`config.mk`:
```
export PLATFORM = sky130hd
export DESIGN_NAME = cpu_bus_trace_debugger
export DESIGN_NICKNAME = d
export VERILOG_FILES = /design/src/hw/cpu_bus_trace_debugger.v
export VERILOG_INCLUDE_DIRS = /design/src /design/src/hw
export SDC_FILE = /design/constraint.sdc
export NUM_CORES = 1
export LEC_CHECK = 0
export BUFFER_PORTS_ARGS = -buffer_cell sky130_fd_sc_hd__buf_2
export CELL_PAD_IN_SITES_DETAIL_PLACEMENT = 0
export CELL_PAD_IN_SITES_GLOBAL_PLACEMENT = 1
export CORE_MARGIN = 2
export CORE_UTILIZATION = 56
export CTS_BUF_LIST = sky130_fd_sc_hd__clkbuf_4
export CTS_CLUSTER_DIAMETER = 100
export DETAILED_ROUTE_END_ITERATION = 16
export HOLD_SLACK_MARGIN = 0.06
export PLACE_DENSITY_LB_ADDON = 0.1
export SYNTH_ARGS = -nofsm -noshare
export SYNTH_HDL_FRONTEND = slang
export SYNTH_SLANG_ARGS = --single-unit
```
`constraint.sdc`:
```
create_clock -name clk -period 11.65 [get_ports clk]
set_input_delay 2.33 -clock clk [delete_from_list [all_inputs] [get_ports clk]]
set_output_delay 2.33 -clock clk [all_outputs]
set_load 0.01 [all_outputs]
```
`src/hw/cpu_bus_trace_debugger_defs.vh`:
```
// Register map, field positions and constants of the bus trace debugger
`ifndef CPU_BUS_TRACE_DEBUGGER_DEFS_VH
`define CPU_BUS_TRACE_DEBUGGER_DEFS_VH
`define OFS_CONTROL_ONE   8'h20
`define OFS_STATE_FLAGS   8'h21
`define OFS_TRACE_CONTROL 8'h22
`define OFS_CONTROL_TWO   8'h23
`define OFS_TRACE_HIGH    8'h24
`define OFS_TRACE_LOW     8'h25
`define OFS_ENTRY_COUNT   8'h26
`define OFS_SEQ_CONTROL   8'h27
`define OFS_CMP_CONTROL   8'h28
`define OFS_ADDR_UPPER    8'h29
`define OFS_ADDR_MIDDLE   8'h2A
`define OFS_ADDR_LOWER    8'h2B
`define OFS_DATA_HIGH     8'h2C
`define OFS_DATA_LOW      8'h2D
`define OFS_MASK_HIGH     8'h2E
`define OFS_MASK_LOW      8'h2F
`define C1_ARM            7
`define C1_IMMEDIATE_TRIGGER_REQUEST           6
`define C1_BDM            4
`define C1_BRK_EN         3
`define TC_TRACE_SOURCE_ENABLE        6
`define TC_TRIGGER_ALIGNMENT_SELECT         0
`define CC_SZE            7
`define CC_SZ             6
`define CC_TAG            5
`define CC_BRK            4
`define CC_RW             3
`define CC_RWE            2
`define CC_NDB            1
`define CC_COMPARATOR_ON          0
`define CTL_MASK_A        8'hFF
`define CTL_MASK_B        8'hFD
`define CTL_MASK_C        8'h3D
`define BANK_NONE         2'h3
`define ST_IDLE           3'h0
`define ST_FIRST          3'h1
`define ST_SECOND         3'h2
`define ST_THIRD          3'h3
`define ST_FINAL          3'h4
`define TM_NORMAL         2'h0
`define TM_LOOP           2'h1
`define TM_DETAIL         2'h2
`define TM_PURE_PC        2'h3
`define PAIR_SIMPLE       2'h0
`define PAIR_INSIDE       2'h1
`define PAIR_OUTSIDE      2'h2
`define TRACE_DEPTH       5'h10
`define LINE_ADDR         2'h0
`define LINE_DATA         2'h1
`define RST_BYTE          8'h00
`endif

```
`src/hw/cpu_bus_trace_debugger.v`:
```
// Bus comparators, state sequencer and trace buffer of the debug block
//
// Overview of operation
// - Comparator matches on monitored CPU bus advance the state sequencer.
// - Entering Final starts tracing and/or raises a breakpoint per configuration.
// - Writing one to the trigger bit forces Final without any match.
// - Trace buffer is read through a two-byte window by 16-bit word reads.
// - When secured no tracing and no trace start; breakpoints and tags still work.
// - First comparator matches full address and masked 16-bit data.
// - Second and third comparators match full address only.
// - Optional read/write qualifier; first and second comparators also byte/word size.
// - Simple, inside-range and outside-range comparison modes.
// - Tagged match marks fetched opcode and hits when it executes.
// - Forced match takes effect at next instruction boundary.
// - Breakpoint goes to background debug or software interrupt by configuration.
// - Normal trace stores program counter only on program-flow changes.
// - Loop trace as normal but drops repeat of previous source address.
// - Detail trace stores address and data of non-free, non-fetch cycles.
// - Pure program-counter trace stores every executed address.
// - Four-stage sequencer; Final is the trigger; begin or end alignment.
// - No monitoring during debug-host accesses or active background debug.
// - Armed block stays armed when host enters background debug.
// - Debug disabled: software interrupt only; debug active: nothing.
// - Bank select field chooses visible comparator bank and 0x27 register.
// - While armed only arm, trigger and bank select bits are writable.
// - Breakpoint routed to debug but debug not enabled becomes software interrupt.
// - Setting arm enters first state; arm clears when session completes.
`timescale 1ns/100ps
`default_nettype none
`include "cpu_bus_trace_debugger_defs.vh"

module cpu_bus_trace_debugger (
  input  wire        clk,
  input  wire        rstn,
  input  wire [7:0]  regAddr,
  input  wire        regWr,
  input  wire        regRd,
  input  wire        regWord,
  input  wire [7:0]  regWdata,
  output reg  [15:0] regRdata,
  input  wire        busValid,
  input  wire [17:0] busAddr,
  input  wire [15:0] busData,
  input  wire        busWrite,
  input  wire        busByte,
  input  wire        busFree,
  input  wire        busOpFetch,
  input  wire        execValid,
  input  wire [17:0] execPc,
  input  wire        instrBoundary,
  input  wire        cofValid,
  input  wire [17:0] cofSrc,
  input  wire        secure,
  input  wire        bdmEnable,
  input  wire        bdmActive,
  input  wire        bdmAccess,
  output reg         bkptBdm,
  output reg         bkptSwi
);

  localparam [2:0] IDLE_STATE   = `ST_IDLE;
  localparam [2:0] FIRST_STATE  = `ST_FIRST;
  localparam [2:0] SECOND_STATE = `ST_SECOND;
  localparam [2:0] THIRD_STATE  = `ST_THIRD;
  localparam [2:0] FINAL_STATE  = `ST_FINAL;

  reg        arm;
  reg        bdmSel;
  reg        brkEn;
  reg [1:0]  comparator_bank_select;
  reg        trace_source_enable;
  reg [1:0]  trace_mode_select;
  reg        trigger_alignment_select;
  reg [1:0]  comparator_pairing_mode;
  reg [7:0]  ctl [0:2];
  reg [17:0] cmpAddr [0:2];
  reg [15:0] cmpData;
  reg [15:0] cmpMask;
  reg [3:0]  scr [0:2];
  reg [2:0]  matchFlags;
  reg [2:0]  seqState;
  reg        tracing;
  reg [2:0]  forcePend;
  reg [2:0]  tagPend;
  reg [17:0] tagPc [0:2];
  reg [19:0] mem [0:15];
  reg [3:0]  wrPtr;
  reg [4:0]  lineCnt;
  reg [3:0]  rdOff;
  reg        rdHalf;
  reg [17:0] lastSrc;
  reg        haveLast;

  // Direction qualifier shared by all three comparators; size qualifier by the first two only
  function cmpOk;
    input [7:0] c;
    input       addrOk;
    input       wr;
    input       byt;
    begin
      cmpOk = c[`CC_COMPARATOR_ON] && addrOk &&
              (!c[`CC_RWE] || (c[`CC_RW] == !wr)) &&
              (!c[`CC_SZE] || (c[`CC_SZ] == byt));
    end
  endfunction

  // Debug activity only pauses monitoring; arm is left as it is
  wire monOn = arm & ~bdmActive & ~bdmAccess;
  wire traceOn = trace_source_enable & ~secure;
  wire full = (lineCnt == `TRACE_DEPTH);
  wire rangeMode = (comparator_pairing_mode != `PAIR_SIMPLE);
  wire inRange = (busAddr >= cmpAddr[0]) && (busAddr <= cmpAddr[1]);
  wire rangeOk = (comparator_pairing_mode == `PAIR_INSIDE) ? inRange : ~inRange;
  wire dataOk = ((((busData ^ cmpData) & cmpMask) == 16'h0000)
                 ^ ctl[0][`CC_NDB]);
  wire busSeen = busValid & monOn;
  wire trigReq = regWr & (regAddr == `OFS_CONTROL_ONE) & regWdata[`C1_IMMEDIATE_TRIGGER_REQUEST];

  reg [2:0] busHit;
  reg [2:0] tagHit;
  reg [2:0] eff;
  reg [2:0] brkMask;
  integer   i;
  // Own loop index per process keeps each variable single-driven
  integer   j;

  always @* begin
    busHit[0] = busSeen & (rangeMode | dataOk) &
                cmpOk(ctl[0], rangeMode ? rangeOk : (busAddr == cmpAddr[0]),
                      busWrite, busByte);
    // Second comparator serves as upper bound in range modes
    busHit[1] = busSeen & ~rangeMode &
                cmpOk(ctl[1], busAddr == cmpAddr[1], busWrite, busByte);
    busHit[2] = busSeen &
                cmpOk(ctl[2], busAddr == cmpAddr[2], busWrite, busByte);
    for (j = 0; j < 3; j = j + 1) begin
      tagHit[j] = execValid & monOn & tagPend[j] & (execPc == tagPc[j]);
      eff[j] = ctl[j][`CC_TAG] ? tagHit[j]
                               : (instrBoundary & forcePend[j]);
      brkMask[j] = ctl[j][`CC_BRK];
    end
  end

  reg [3:0] scrCur;
  reg [2:0] next_seqState;

  always @* begin
    case (seqState)
      FIRST_STATE:  scrCur = scr[0];
      SECOND_STATE: scrCur = scr[1];
      THIRD_STATE:  scrCur = scr[2];
      default:    scrCur = 4'h0;
    endcase
    next_seqState = seqState;
    case (seqState)
      FIRST_STATE, SECOND_STATE, THIRD_STATE: begin
        if (|(eff & brkMask) || (scrCur[3] && |eff))
          next_seqState = FINAL_STATE;
        else if (|(eff & scrCur[2:0]))
          next_seqState = seqState + 3'h1;
      end
      default: next_seqState = seqState;
    endcase
    if (trigReq && arm)
      next_seqState = FINAL_STATE;
  end

  wire finalEnter = arm && (seqState != FINAL_STATE) &&
                    (next_seqState == FINAL_STATE);
  wire beginStart = finalEnter & traceOn & trigger_alignment_select & ~tracing;
  // Trigger while begin-aligned capture runs changes nothing
  wire sessionEnd = (finalEnter & ~(traceOn & trigger_alignment_select)) |
                    (tracing & trigger_alignment_select & full);

  reg        we1;
  reg        we2;
  reg [19:0] line1;
  reg [19:0] line2;
  wire       capture = tracing & monOn & ~(trigger_alignment_select & full);

  always @* begin
    we1 = 1'b0;
    we2 = 1'b0;
    line1 = {`LINE_ADDR, cofSrc};
    line2 = {`LINE_DATA, 2'b00, busData};
    case (trace_mode_select)
      `TM_NORMAL: we1 = capture & cofValid;
      `TM_LOOP:
        we1 = capture & cofValid &
              ~(haveLast & (cofSrc == lastSrc));
      `TM_DETAIL: begin
        we1 = capture & busValid & ~busFree & ~busOpFetch;
        we2 = we1;
        line1 = {`LINE_ADDR, busAddr};
      end
      `TM_PURE_PC: begin
        we1 = capture & execValid;
        line1 = {`LINE_ADDR, execPc};
      end
      default: we1 = 1'b0;
    endcase
  end

  // No reset on the array; contents only count once lineCnt says so
  always @(posedge clk) begin
    if (we1)
      mem[wrPtr] <= line1;
    if (we2)
      mem[wrPtr + 4'h1] <= line2;
  end

  wire [4:0] addCnt = {4'h0, we1} + {4'h0, we2};
  wire [4:0] sumCnt = lineCnt + addCnt;
  wire [3:0] rdIdx = (full ? wrPtr : 4'h0) + rdOff;
  wire [19:0] rdLine = mem[rdIdx];
  wire [15:0] curWord = rdHalf ? rdLine[15:0] : {12'h000, rdLine[19:16]};
  wire [1:0] sel = comparator_bank_select;
  wire bankOn = (comparator_bank_select != `BANK_NONE);
  wire selA = (comparator_bank_select == 2'h0);
  wire wrOpen = regWr & ~arm;
  wire bankWr = wrOpen & bankOn;

  reg [7:0] rdByte;

  always @* begin
    rdByte = `RST_BYTE;
    case (regAddr)
      `OFS_CONTROL_ONE:
        rdByte = {arm, 2'b00, bdmSel, brkEn, 1'b0, comparator_bank_select};
      `OFS_STATE_FLAGS:   rdByte = {full, 4'h0, seqState};
      `OFS_TRACE_CONTROL:
        rdByte = {1'b0, trace_source_enable, 2'b00, trace_mode_select, 1'b0, trigger_alignment_select};
      `OFS_CONTROL_TWO:   rdByte = {6'h00, comparator_pairing_mode};
      `OFS_TRACE_HIGH:    rdByte = curWord[15:8];
      `OFS_TRACE_LOW:     rdByte = curWord[7:0];
      `OFS_ENTRY_COUNT:   rdByte = {full, 2'b00, lineCnt};
      `OFS_SEQ_CONTROL:
        rdByte = bankOn ? {4'h0, scr[sel]} : {5'h00, matchFlags};
      `OFS_CMP_CONTROL:   rdByte = bankOn ? ctl[sel] : 8'h00;
      `OFS_ADDR_UPPER:
        rdByte = bankOn ? {6'h00, cmpAddr[sel][17:16]} : 8'h00;
      `OFS_ADDR_MIDDLE:   rdByte = bankOn ? cmpAddr[sel][15:8] : 8'h00;
      `OFS_ADDR_LOWER:    rdByte = bankOn ? cmpAddr[sel][7:0] : 8'h00;
      `OFS_DATA_HIGH:     rdByte = selA ? cmpData[15:8] : 8'h00;
      `OFS_DATA_LOW:      rdByte = selA ? cmpData[7:0] : 8'h00;
      `OFS_MASK_HIGH:     rdByte = selA ? cmpMask[15:8] : 8'h00;
      `OFS_MASK_LOW:      rdByte = selA ? cmpMask[7:0] : 8'h00;
      default:            rdByte = `RST_BYTE;
    endcase
  end

  wire wordRead = regRd & regWord & (regAddr == `OFS_TRACE_HIGH);

  always @(posedge clk or negedge rstn) begin
    if (!rstn) begin
      arm <= 1'b0;
      bdmSel <= 1'b0;
      brkEn <= 1'b0;
      comparator_bank_select <= 2'h0;
      trace_source_enable <= 1'b0;
      trace_mode_select <= `TM_NORMAL;
      trigger_alignment_select <= 1'b0;
      comparator_pairing_mode <= `PAIR_SIMPLE;
      for (i = 0; i < 3; i = i + 1) begin
        ctl[i] <= `RST_BYTE;
        cmpAddr[i] <= 18'h00000;
        scr[i] <= 4'h0;
        tagPc[i] <= 18'h00000;
      end
      cmpData <= 16'h0000;
      cmpMask <= 16'h0000;
      matchFlags <= 3'h0;
      seqState <= IDLE_STATE;
      tracing <= 1'b0;
      forcePend <= 3'h0;
      tagPend <= 3'h0;
      wrPtr <= 4'h0;
      lineCnt <= 5'h00;
      rdOff <= 4'h0;
      rdHalf <= 1'b0;
      lastSrc <= 18'h00000;
      haveLast <= 1'b0;
      regRdata <= 16'h0000;
      bkptBdm <= 1'b0;
      bkptSwi <= 1'b0;
    end else begin
      bkptBdm <= 1'b0;
      bkptSwi <= 1'b0;
      for (i = 0; i < 3; i = i + 1) begin
        // A new hit in the consuming cycle keeps the flag set
        forcePend[i] <= arm & ((busHit[i] & ~ctl[i][`CC_TAG]) |
                               (forcePend[i] & ~instrBoundary));
        if (!arm)
          tagPend[i] <= 1'b0;
        else if (busHit[i] & ctl[i][`CC_TAG] & busOpFetch) begin
          tagPend[i] <= 1'b1;
          tagPc[i] <= busAddr;
        end else if (tagHit[i])
          tagPend[i] <= 1'b0;
      end
      matchFlags <= matchFlags | eff;
      seqState <= next_seqState;
      if (we1) begin
        wrPtr <= wrPtr + (we2 ? 4'h2 : 4'h1);
        lineCnt <= (sumCnt > `TRACE_DEPTH) ? `TRACE_DEPTH : sumCnt;
        lastSrc <= cofSrc;
        haveLast <= 1'b1;
      end
      if (beginStart)
        tracing <= 1'b1;
      if (sessionEnd) begin
        arm <= 1'b0;
        tracing <= 1'b0;
        seqState <= IDLE_STATE;
        rdOff <= 4'h0;
        rdHalf <= 1'b0;
        if (brkEn && !(bdmEnable && bdmActive)) begin
          bkptBdm <= bdmSel & bdmEnable;
          bkptSwi <= ~(bdmSel & bdmEnable);
        end
      end
      if (regRd) begin
        regRdata <= wordRead ? curWord : {8'h00, rdByte};
        if (wordRead) begin
          rdHalf <= ~rdHalf;
          if (rdHalf)
            rdOff <= rdOff + 4'h1;
        end
      end
      if (regWr && regAddr == `OFS_CONTROL_ONE) begin
        comparator_bank_select <= regWdata[1:0];
        if (!arm) begin
          bdmSel <= regWdata[`C1_BDM];
          brkEn <= regWdata[`C1_BRK_EN];
        end
        if (regWdata[`C1_ARM] && !arm) begin
          arm <= 1'b1;
          seqState <= FIRST_STATE;
          tracing <= traceOn & ~trigger_alignment_select;
          wrPtr <= 4'h0;
          lineCnt <= 5'h00;
          rdOff <= 4'h0;
          rdHalf <= 1'b0;
          matchFlags <= 3'h0;
          haveLast <= 1'b0;
        end else if (!regWdata[`C1_ARM] && arm) begin
          arm <= 1'b0;
          seqState <= IDLE_STATE;
          tracing <= 1'b0;
        end
      end
      if (wrOpen) begin
        case (regAddr)
          `OFS_TRACE_CONTROL: begin
            trace_source_enable <= regWdata[`TC_TRACE_SOURCE_ENABLE];
            trace_mode_select <= regWdata[3:2];
            trigger_alignment_select <= regWdata[`TC_TRIGGER_ALIGNMENT_SELECT];
          end
          `OFS_CONTROL_TWO: comparator_pairing_mode <= regWdata[1:0];
          `OFS_DATA_HIGH: if (selA) cmpData[15:8] <= regWdata;
          `OFS_DATA_LOW:  if (selA) cmpData[7:0] <= regWdata;
          `OFS_MASK_HIGH: if (selA) cmpMask[15:8] <= regWdata;
          `OFS_MASK_LOW:  if (selA) cmpMask[7:0] <= regWdata;
          default: ;
        endcase
      end
      if (bankWr) begin
        case (regAddr)
          `OFS_SEQ_CONTROL: scr[sel] <= regWdata[3:0];
          `OFS_CMP_CONTROL:
            ctl[sel] <= regWdata & (selA ? `CTL_MASK_A :
                        (sel == 2'h1) ? `CTL_MASK_B : `CTL_MASK_C);
          `OFS_ADDR_UPPER:  cmpAddr[sel][17:16] <= regWdata[1:0];
          `OFS_ADDR_MIDDLE: cmpAddr[sel][15:8] <= regWdata;
          `OFS_ADDR_LOWER:  cmpAddr[sel][7:0] <= regWdata;
          default: ;
        endcase
      end
    end
  end

endmodule

`default_nettype wire

```
; Yosys cells after proc, flatten, opt, wreduce, memory -nomap -nowiden
; Memory sizes are Yosys's and may differ from the RTL's.
; Cells that the tools add are included.
[op_classes]
add_sub_neg = 7
n_mul = 0
n_div = 0
magnitude_cmp = 5
n_eq_ne = 44
shifts = 0
muxes = 107
n_bitwise = 91
reduce_logical = 59
[op_table]
columns = op, count
row1 = $bwmux W54, 3
row2 = $pmux W54 S3, 1
row3 = $eq A8 B6 Y1 const B, 16
row4 = $pmux W8 S16, 1
row5 = $eq A18 B18 Y1, 7
row6 = $demux W18 S2, 3
row7 = $mux W8, 13
row8 = $and A1 B1 Y1, 59
row9 = $mux W4, 14
row10 = $mux W18, 3
row11 = $mux W16, 3
row12 = $mux W1, 40
row13 = $bmux W18 S2, 1
row14 = $pmux W18 S2, 1
row15 = $mux W3, 10
row16 = $bwmux W24, 1
row17 = $logic_and A1 B1 Y1, 20
row18 = $mux W5, 4
row19 = $not A1 Y1, 19
row20 = $ge A18 B18 Y1, 1
row21 = $le A18 B18 Y1, 1
row22 = $reduce_and A2 Y1, 9
row23 = $and A16 B16 Y16, 1
row24 = $bmux W8 S2, 1
row25 = other kinds (41), 81
[totals]
register_bits = 251
latchBits = 0
ram_bits = 304
romBits = 0
input_bits = 103
wordCells = 354
n_memories = 1
[memory_table]
columns = name, depth, word_bits, rd, rd_clocked_by_memory_dff, write_ports, line_no
row1 = mem, 16, 19, 1, 0, 2, cpu_bus_trace_debugger.v:86  ; reg [19:0] mem [0:15];

; Longest topological paths before layout
; Gate-level depths: netlist of run 1.
[depth]
word_depth = 23
mapped_depth = 16
mapped_depth_nobuf = 14

; Worst setup path before layout of run 1
; OpenSTA, ideal clock, no wires.
[synth_timing]
path_kind = input port to flip-flop
start = input bdmActive
end = memory mem[2][0] in the netlist's numbering (enable)
setup_time_ps = 411
t_arrival_ps = 4850
required_ps = 11239
setup_slack_ps = 6388
cell_stages = 7
path_buffers = 1
cell_sequence = nor3b_1 > nand2_1 > nor4_1 > nand3_1 > or3_1 > clkbuf_1 > o21ai_0
[synth_lines]
columns = item, line_no
row1 = "start, declared", cpu_bus_trace_debugger.v:55  ; input wire bdmActive,
row2 = "end, declared", cpu_bus_trace_debugger.v:86

; Final worst setup path of run 1
[layout_timing]
start = register lineCnt[0]
end = register regRdata[7]
[layout_via]
elab_chain_len = 7
[layout_lines]
columns = item, line_no
row1 = "start, declared", cpu_bus_trace_debugger.v:88  ; reg [4:0] lineCnt;
row2 = "start signal, assigned", cpu_bus_trace_debugger.v:305  ; lineCnt <= (sumCnt > `TRACE_DEPTH) ? `TRACE_DEPTH : sumCnt;
row3 = $eq A5 B5 Y1 (no line) *, n/a
row4 = $mux W4, cpu_bus_trace_debugger.v:214  ; wire [3:0] rdIdx = (full ? wrPtr : 4'h0) + rdOff;
row5 = $add A4 B4 Y4, cpu_bus_trace_debugger.v:214
row6 = $mem_v2 Z16 W19, n/a
row7 = $mux W16, cpu_bus_trace_debugger.v:216  ; wire [15:0] curWord = rdHalf ? rdLine[15:0] : {12'h000, rdLine[19:16]};
row8 = $pmux W8 S16, cpu_bus_trace_debugger.v:227  ; case (regAddr)
row9 = $mux W16 *, cpu_bus_trace_debugger.v:323  ; regRdata <= wordRead ? curWord : {8'h00, rdByte};
row10 = "end signal, assigned", cpu_bus_trace_debugger.v:323
row11 = "end, declared", cpu_bus_trace_debugger.v:40  ; output reg [15:0] regRdata,
; Every way passes the cells marked *; elsewhere a longest branch is shown, timed or not.
; A chain may end at the register's enable or synchronous reset.

==> results of run 1 <==
[cells by family after synthesis]
logic type / after synthesis / share of synthesized area
DFF: 555 / 0.517
xor gates and xnor gates: 122 / 0.0370
buffers and inverters: 254 / 0.0343
AOI/OAI and AO/OA: 542 / 0.108
muxes: 377 / 0.174
and+or+nand+nor: 688 / 0.106
adders and majority gates: 51 / 0.0229
[flip-flops by register name, summed over array words and instances (netlist names), 4 cells and up]
| signal | cells |
|---|---|
| lastSrc | 18 |
| ctl | 14 |
| rdOff | 4 |
| regRdata | 16 |
| wrPtr | 4 |
| lineCnt | 5 |
| tagPc | 54 |
| cmpOk.c | 8 |
| cmpAddr | 54 |
| mem | 304 |
| cmpData | 16 |
| scr | 12 |
| cmpMask | 16 |
[worst max-delay path: cells and delay by family (launching register included)]
family / cells / cell delay (ns)
buffers and inverters: 2 / 0.63
AO/OA/AOI/OAI: 4 / 0.96
flip-flops: 1 / 0.46
AND/OR/NAND/NOR: 2 / 1.07
multiplexers: 2 / 0.79
adder cells (fa/ha/maj): 2 / 1.52
[cell usage after synthesis (5+ instances only)]
cell      instances  area share
mux2_1            9      0.0035
xnor2_1          41       0.012
and2_1           13      0.0028
buf_2            24      0.0042
a22oi_1          13      0.0034
o22ai_1          10      0.0022
dfrtp_1         251        0.22
nand3b_1         10      0.0026
a21oi_1          71       0.012
a21o_1           30      0.0078
a211oi_1         13      0.0034
edfxtp_1        256        0.27
nand3_1          22      0.0038
xor2_1           81       0.025
a221oi_2          5      0.0026
buf_1            31      0.0040
nand2b_1         15      0.0032
ha_1             48       0.021
nand2_1         383       0.050
inv_1            68      0.0088
nand4_1          21      0.0045
nand4b_1          5      0.0015
dfxtp_1          48       0.033
a222oi_1         12      0.0042
o211ai_1         12      0.0031
or3_1             6      0.0013
mux2i_1         105       0.036
mux4_2           82       0.064
nor3b_1           8      0.0021
o21ai_0         339       0.059
nor4_1           18      0.0039
nor3_1           16      0.0028
mux2_2          181       0.071
a22o_1            5      0.0015
clkbuf_1        130       0.017
nor2b_1          14      0.0030
or2_2             5      0.0011
nor2_1          124       0.016
and3_1           10      0.0022
[through the flow]
| stage | instances | worst slack (ns) | utilization |
|---|---|---|---|
| after floorplan | 2589 | 6.39 | - |
| after global placement | 3246 | 5.37 | 0.588 |
| after detailed placement | 3246 | 5.31 | 0.588 |
| after CTS | 3517 | 6.14 | 0.627 |
| after global routing | 3519 | 5.86 | 0.627 |
| final | 3519 | 6.00 | 0.627 |
[power breakdown]
group | switching, mW | internal (mW)
Sequential | 0.0142 | 2.05
Combinational | 0.193 | 0.0701
Clock | 0.863 | 1.01
Total | 1.07 | 3.13
[worst max path at each step]
stage / start / end / slack [ns]
3_5_place_dp: bdmActive / mem[9][1] / 5.31
5_1_grt: lineCnt[2] / regRdata[7] / 5.86
3_3_place_gp: bdmActive / mem[9][1] / 5.37
4_1_cts: lineCnt[0] / regRdata[7] / 6.14
6_report: lineCnt[0] / regRdata[7] / 6.00
2_1_floorplan: bdmActive / mem[2][0] / 6.39
[cells in the final DEF, fill, tap and decap left out, types with 69 or more instances in the layout]
cell and n:
mux2i_1 105, dfrtp_1 250, xor2_1 80, nor2_1 120, nand2_1 383, mux2_2 181
mux4_2 82, edfxtp_1 256, a21oi_1 69, buf_2 119, o21ai_0 312, clkbuf_4 222
[final cells by class]
cell class	instances	area, um2
inverters	68	255
multi-input cells	1780	13100
clock buffers	222	1670
clock inverters	49	360
flip-flops and latches	555	14900
diodes	2	5.00
fillers	4158	19100
well taps	680	851
repair buffers	163	933
[layer usage]
metal  GRT usage  wire, um  vias up
li1            -         -     9734
met5           0        30        -
met1       0.512     39200    11100
met4       0.129      2640        6
met2       0.511     40600     1180
met3       0.106     10700      173
==> results.py, run 1 <==
metrics = {
    "routing": {
        "vias": 22200,
        "via_per_inst": 6.30,
        "drtIter0Drc": 2495,
        "drt_first_pass_iters": 7,
        "ant_nets": 0,
        "drt-total-wl_um": 93200,
        "wire_per_inst_um": 26.5,
        "drc_errors": 0,
    },
    "critical_path": {
        "cp.required_ns": 12.46,
        "arrival_ns": 6.46,
        "path_cells": "nor4_1 > and3_1 > ha_4 > inv_1 > fa_4 > buf_4 > mux4_2 > mux2_2 > a21oi_1 > o221ai_1 > a22oi_1 > a21oi_1",
        "reg2reg_slack_ns": 6.00,
        "crit_path_start_kind": "register",
        "rr_endpoint": "regRdata[7]",
        "worstPathMaxFanout": 44,
        "worstSetupPathType": "reg -> reg",
        "worstReg2RegStart": "lineCnt[0]",
        "cp_common_cell": "a21oi_1",
        "crit_path_top_delay_cell": "fa_4",
        "cp-end-kind": "register",
        "rr_worst_depth": 12,
        "critPathMaxStageDelay_ns": 1.36,
    },
    "clock_tree": {
        "cts_sinks": 555,
        "clkSlewWorstSetupHoldPaths_ns": 0.06,
        "root_buffer": "clkbuf_4",
        "cts_hold_buf": 0,
        "clockBufferDepth": 3,
        "numCtsBuffers": 152,
        "clk_latency_ns": 1.00,
        "cts_resized": 0,
        "htreeDepth": 4,
        "cts_tree": "yes",
        "post_cts_buffers": 0,
    },
    "job": {
        "maxCapViolCount": 1,
    },
    "worst_hold_path": {
        "hold_end": "mem[4][18]",
        "hold_depth": 1,
        "hp-start": "mem[4][18]",
        "hp-class": "reg -> reg",
    },
    "sta": {
        "worst_pin_slew_ns": 1.54,
        "holdWs_ns": 0.450,
        "rsz0062_at_grt": "no",
        "max-slew-margin-rel": -0.0276,
        "period_share": 0.485,
        "min_period_ns": 5.65,
        "fmax_mhz": 177,
        "drv_slew": 20,
        "tns_ns": 0,
        "final.setup_skew_ns": 0.0577,
        "setup_viol": 0,
        "hold_viol": 0,
    },
    "global_route": {
        "grt_pass1_wl_um": 139000,
        "grt_pass1_vias": 22000,
        "antenna_found_initial": 9,
        "grt_use_total": 0.356,
        "gr-total-overflow": 0,
        "grt_start_max_net_pins": 110,
    },
    "layout": {
        "drive_above_1_share": 0.253,
        "area_growth_syn_to_layout_pct": 11.2,
        "finalNetCount": 2874,
        "final_cell_area_um2": 32100,
    },
    "yosys": {
        "synth_seq_cells": 555,
        "ys_seq_area_frac": 0.517,
        "synthesis.area_um2": 28900,
        "synth_edf_count": 256,
        "syn_inst": 2589,
        "yosysWarnings": 0,
        "async_flop_share": 0.452,
        "netlist-cell-type-count": 67,
        "ys.flop_type": "edfxtp_1",
        "synth.avg_cell_area_um2": 11.2,
        "synth_fp_nets": 2743,
    },
    "place": {
        "io_buffers": 120,
        "gp_congestion": 0.910,
        "place_area_um2": 30100,
        "hpwl_um": 62200,
    },
    "power_and_ir_drop": {
        "leakage_nw": 12.8,
        "powerDensity_nw_per_um2": 131,
        "finalPower_mw": 4.20,
        "ir_drop_mv": 0.0922,
    },
    "floorplan": {
        "core_area_um2": 51200,
        "die_h_um": 231,
        "fp-row-count": 83,
        "start_util": 0.564,
        "io_pins": 121,
        "fp.dieArea_um2": 53400,
        "die_x_um": 231,
    },
    "status": {
        "violations": "capacitance limit, slew limit",
        "status": "complete, but fails checks",
    },
}
Note: power is estimated with default switching activity, not from simulation.
==> inputs of run 2 (changes only) <==
--- a/config.mk
+++ b/config.mk
@@ -6,11 +6,12 @@
 export SDC_FILE = /design/constraint.sdc
 export NUM_CORES = 1
 export LEC_CHECK = 0
+export ABC_AREA = 1
 export BUFFER_PORTS_ARGS = -buffer_cell sky130_fd_sc_hd__buf_2
 export CELL_PAD_IN_SITES_DETAIL_PLACEMENT = 0
 export CELL_PAD_IN_SITES_GLOBAL_PLACEMENT = 1
 export CORE_MARGIN = 2
-export CORE_UTILIZATION = 56
+export CORE_UTILIZATION = 49
 export CTS_BUF_LIST = sky130_fd_sc_hd__clkbuf_4
 export CTS_CLUSTER_DIAMETER = 100
 export DETAILED_ROUTE_END_ITERATION = 16
==> constraint.sdc (replaced) <==
create_clock -name clk -period 5.55 [get_ports clk]
set_input_delay 1.11 -clock clk [delete_from_list [all_inputs] [get_ports clk]]
set_output_delay 1.11 -clock clk [all_outputs]
set_load 0.01 [all_outputs]
==> results.py, run 2 <==
metrics = {
    "floorplan": {
        "start_util": 0.496,
        "io_pins": 121,
        "die_h_um": 254,
        "die_x_um": 254,
        "fp.dieArea_um2": 64600,
        "fp-row-count": 91,
        "core_area_um2": 61800,
    },
    "routing": {
        "ant_nets": 0,
        "drt-total-wl_um": 121000,
        "drt_first_pass_iters": 6,
        "drtIter0Drc": 3912,
        "drc_errors": 0,
        "vias": 29000,
        "via_per_inst": 6.03,
        "wire_per_inst_um": 25.1,
    },
    "sta": {
        "fmax_mhz": 227,
        "max-slew-margin-rel": 0.0880,
        "final.setup_skew_ns": 0.0570,
        "drv_slew": 0,
        "period_share": 0.794,
        "setup_viol": 0,
        "worst_slack_ns": 1.14,
        "worst_pin_slew_ns": 1.37,
        "rsz0062_at_grt": "no",
        "hold_viol": 0,
        "min_period_ns": 4.41,
        "tns_ns": 0,
    },
    "yosys": {
        "async_flop_share": 0.452,
        "netlist-cell-type-count": 67,
        "synthesis.area_um2": 30600,
        "ys.flop_type": "edfxtp_1",
        "post-synth-top-count-cell": "nand2_1",
        "syn_inst": 3751,
        "synth_seq_cells": 555,
        "synth.avg_cell_area_um2": 8.17,
        "yosysWarnings": 0,
        "synth.top_cell.area_share": 0.251,
        "yosys-top-cells-count": "810 x nand2_1, 544 x o21ai_0, 374 x inv_1, 291 x nand3_1, 256 x edfxtp_1",
        "ys_seq_area_frac": 0.487,
        "synth_fp_nets": 3905,
        "synth_edf_count": 256,
        "synth.area.top_cells": "edfxtp_1 25%, dfrtp_1 20%, nand2_1 9.9%, o21ai_0 8.9%, nand3_1 4.8%",
        "yosysTopAreaCell": "edfxtp_1",
    },
    "power_and_ir_drop": {
        "leakage_nw": 14.7,
        "powerDensity_nw_per_um2": 299,
        "ir_drop_mv": 0.192,
    },
    "critical_path": {
        "arrival_ns": 5.25,
        "cp.required_ns": 6.40,
        "worstSetupPathType": "reg -> reg",
        "crit_path_start_kind": "register",
        "worstPathMaxFanout": 65,
        "cp-end-kind": "register",
    },
    "layout": {
        "reg_top3": "mem: 304 flops, cmpAddr: 54 flops, tagPc: 54 flops",
        "area_growth_syn_to_layout_pct": 11.0,
        "layout_commonest_cell": "nand2_1",
        "stdcell_count": 4813,
        "final_util": 0.550,
        "finalNetCount": 4004,
        "regMostFlops": "mem",
        "largest_reg_flops": 304,
        "drive_above_1_share": 0.126,
        "final_cell_mix": "810 x nand2_1, 544 x o21ai_0, 373 x inv_1, 291 x nand3_1, 256 x edfxtp_1",
        "final_cell_area_um2": 34000,
    },
    "clock_tree": {
        "cts_resized": 0,
        "post_cts_buffers": 0,
        "clkSlewWorstSetupHoldPaths_ns": 0.07,
        "clk_latency_ns": 1.01,
        "numCtsBuffers": 153,
        "cts_hold_buf": 0,
        "cts_sinks": 555,
        "cts_tree": "yes",
        "root_buffer": "clkbuf_4",
        "htreeDepth": 4,
        "clockBufferDepth": 3,
    },
    "place": {
        "placed_cells": 4532,
        "place_area_um2": 32000,
        "hpwl_um": 81000,
        "io_buffers": 120,
        "dp_slack_ns": 1.01,
        "gp_congestion": 0.982,
    },
    "global_route": {
        "grt_use_total": 0.373,
        "antenna_found_initial": 6,
        "grt_pass1_vias": 27400,
        "grt_pass1_wl_um": 174000,
        "grt_start_max_net_pins": 159,
        "gr-total-overflow": 0,
    },
    "worst_hold_path": {
        "hp-class": "in -> async",
    },
    "job": {
        "maxCapViolCount": 0,
    },
    "status": {
        "status": "complete, no violations",
    },
}
-- run 2: kinds of logic (layout without fill, tap and decap cells) --
kind of cell	Yosys count	in the layout	synth area share
AOI/OAI and AO/OA	1094	1094	0.200
xor gates and xnor gates	24	24	0.00686
adders and majority gates	51	51	0.0216
buffers and inverters	635	858	0.0840
DFF	555	555	0.487
muxes	5	5	0.00163
other	0	2	0
and+or+nand+nor	1387	1387	0.199
-- run 2: layout make-up --
class	count	area, um2
Timing Repair Buffer	162	963
Inverter	417	1570
Clock buffer	230	1730
Tap cell	837	1050
Clock inverter	49	325
Multi-Input combinational cell	2561	13500
Fill cell	5906	27800
Antenna cell	2	5.00
Sequential cell	555	14900
-- run 2: worst max-delay path, stage by stage, from the launching register on --
cell and delay, ns:
dfrtp_1 0.46, nor2_1 0.13, nand3_1 0.09, nor2_2 0.13, inv_2 0.11, nor2_1 0.19
ha_4 0.16, inv_1 0.05, fa_2 0.47, inv_2 0.52, buf_12 0.37, a32o_1 0.27
nand2_1 0.07, o21ai_0 0.32, mux2i_1 0.34, nand2_1 0.14, nand2_1 0.06, o31ai_1 0.27
a21oi_1 0.11
-- run 2: final timing paths --
kind,start,slack (ns),depth (start not counted),to
setup reg to reg,lineCnt[2],1.14,18,regRdata[3]
max in group asynchronous,rstn,4.16,2,scr[1]
setup / recovery,lineCnt[2],1.14,18,regRdata[3]
hold reg to reg,mem[12][18],0.45,2,mem[12][18]
min in group clk,bdmEnable,0.34,2,bkptSwi
hold / removal,rstn,0.15,1,tagPc[41]
-- run 2: metal layers --
layer	up-vias	track usage	share of wire
li1	13200	-	-
met1	13700	0.458	0.38
met2	1728	0.595	0.46
met3	425	0.0856	0.098
met4	2	0.231	0.067
met5	-	0	0.00011
-- run 2: per-stage QoR --
stage / total power [mW] / hold slack (ns)
2_1_floorplan: 5.61 / 0.414
3_3_place_gp: 6.20 / 0.433
3_5_place_dp: 6.24 / 0.433
4_1_cts: 10.2 / 0.135
5_1_grt: 10.6 / 0.192
6_report: 10.2 / 0.154
-- run 2: where the power goes --
| part | switching [mW] | internal [mW] |
|---|---|---|
| Clock | 1.84 | 2.13 |
| Combinational | 1.05 | 0.400 |
| Sequential | 0.203 | 4.56 |
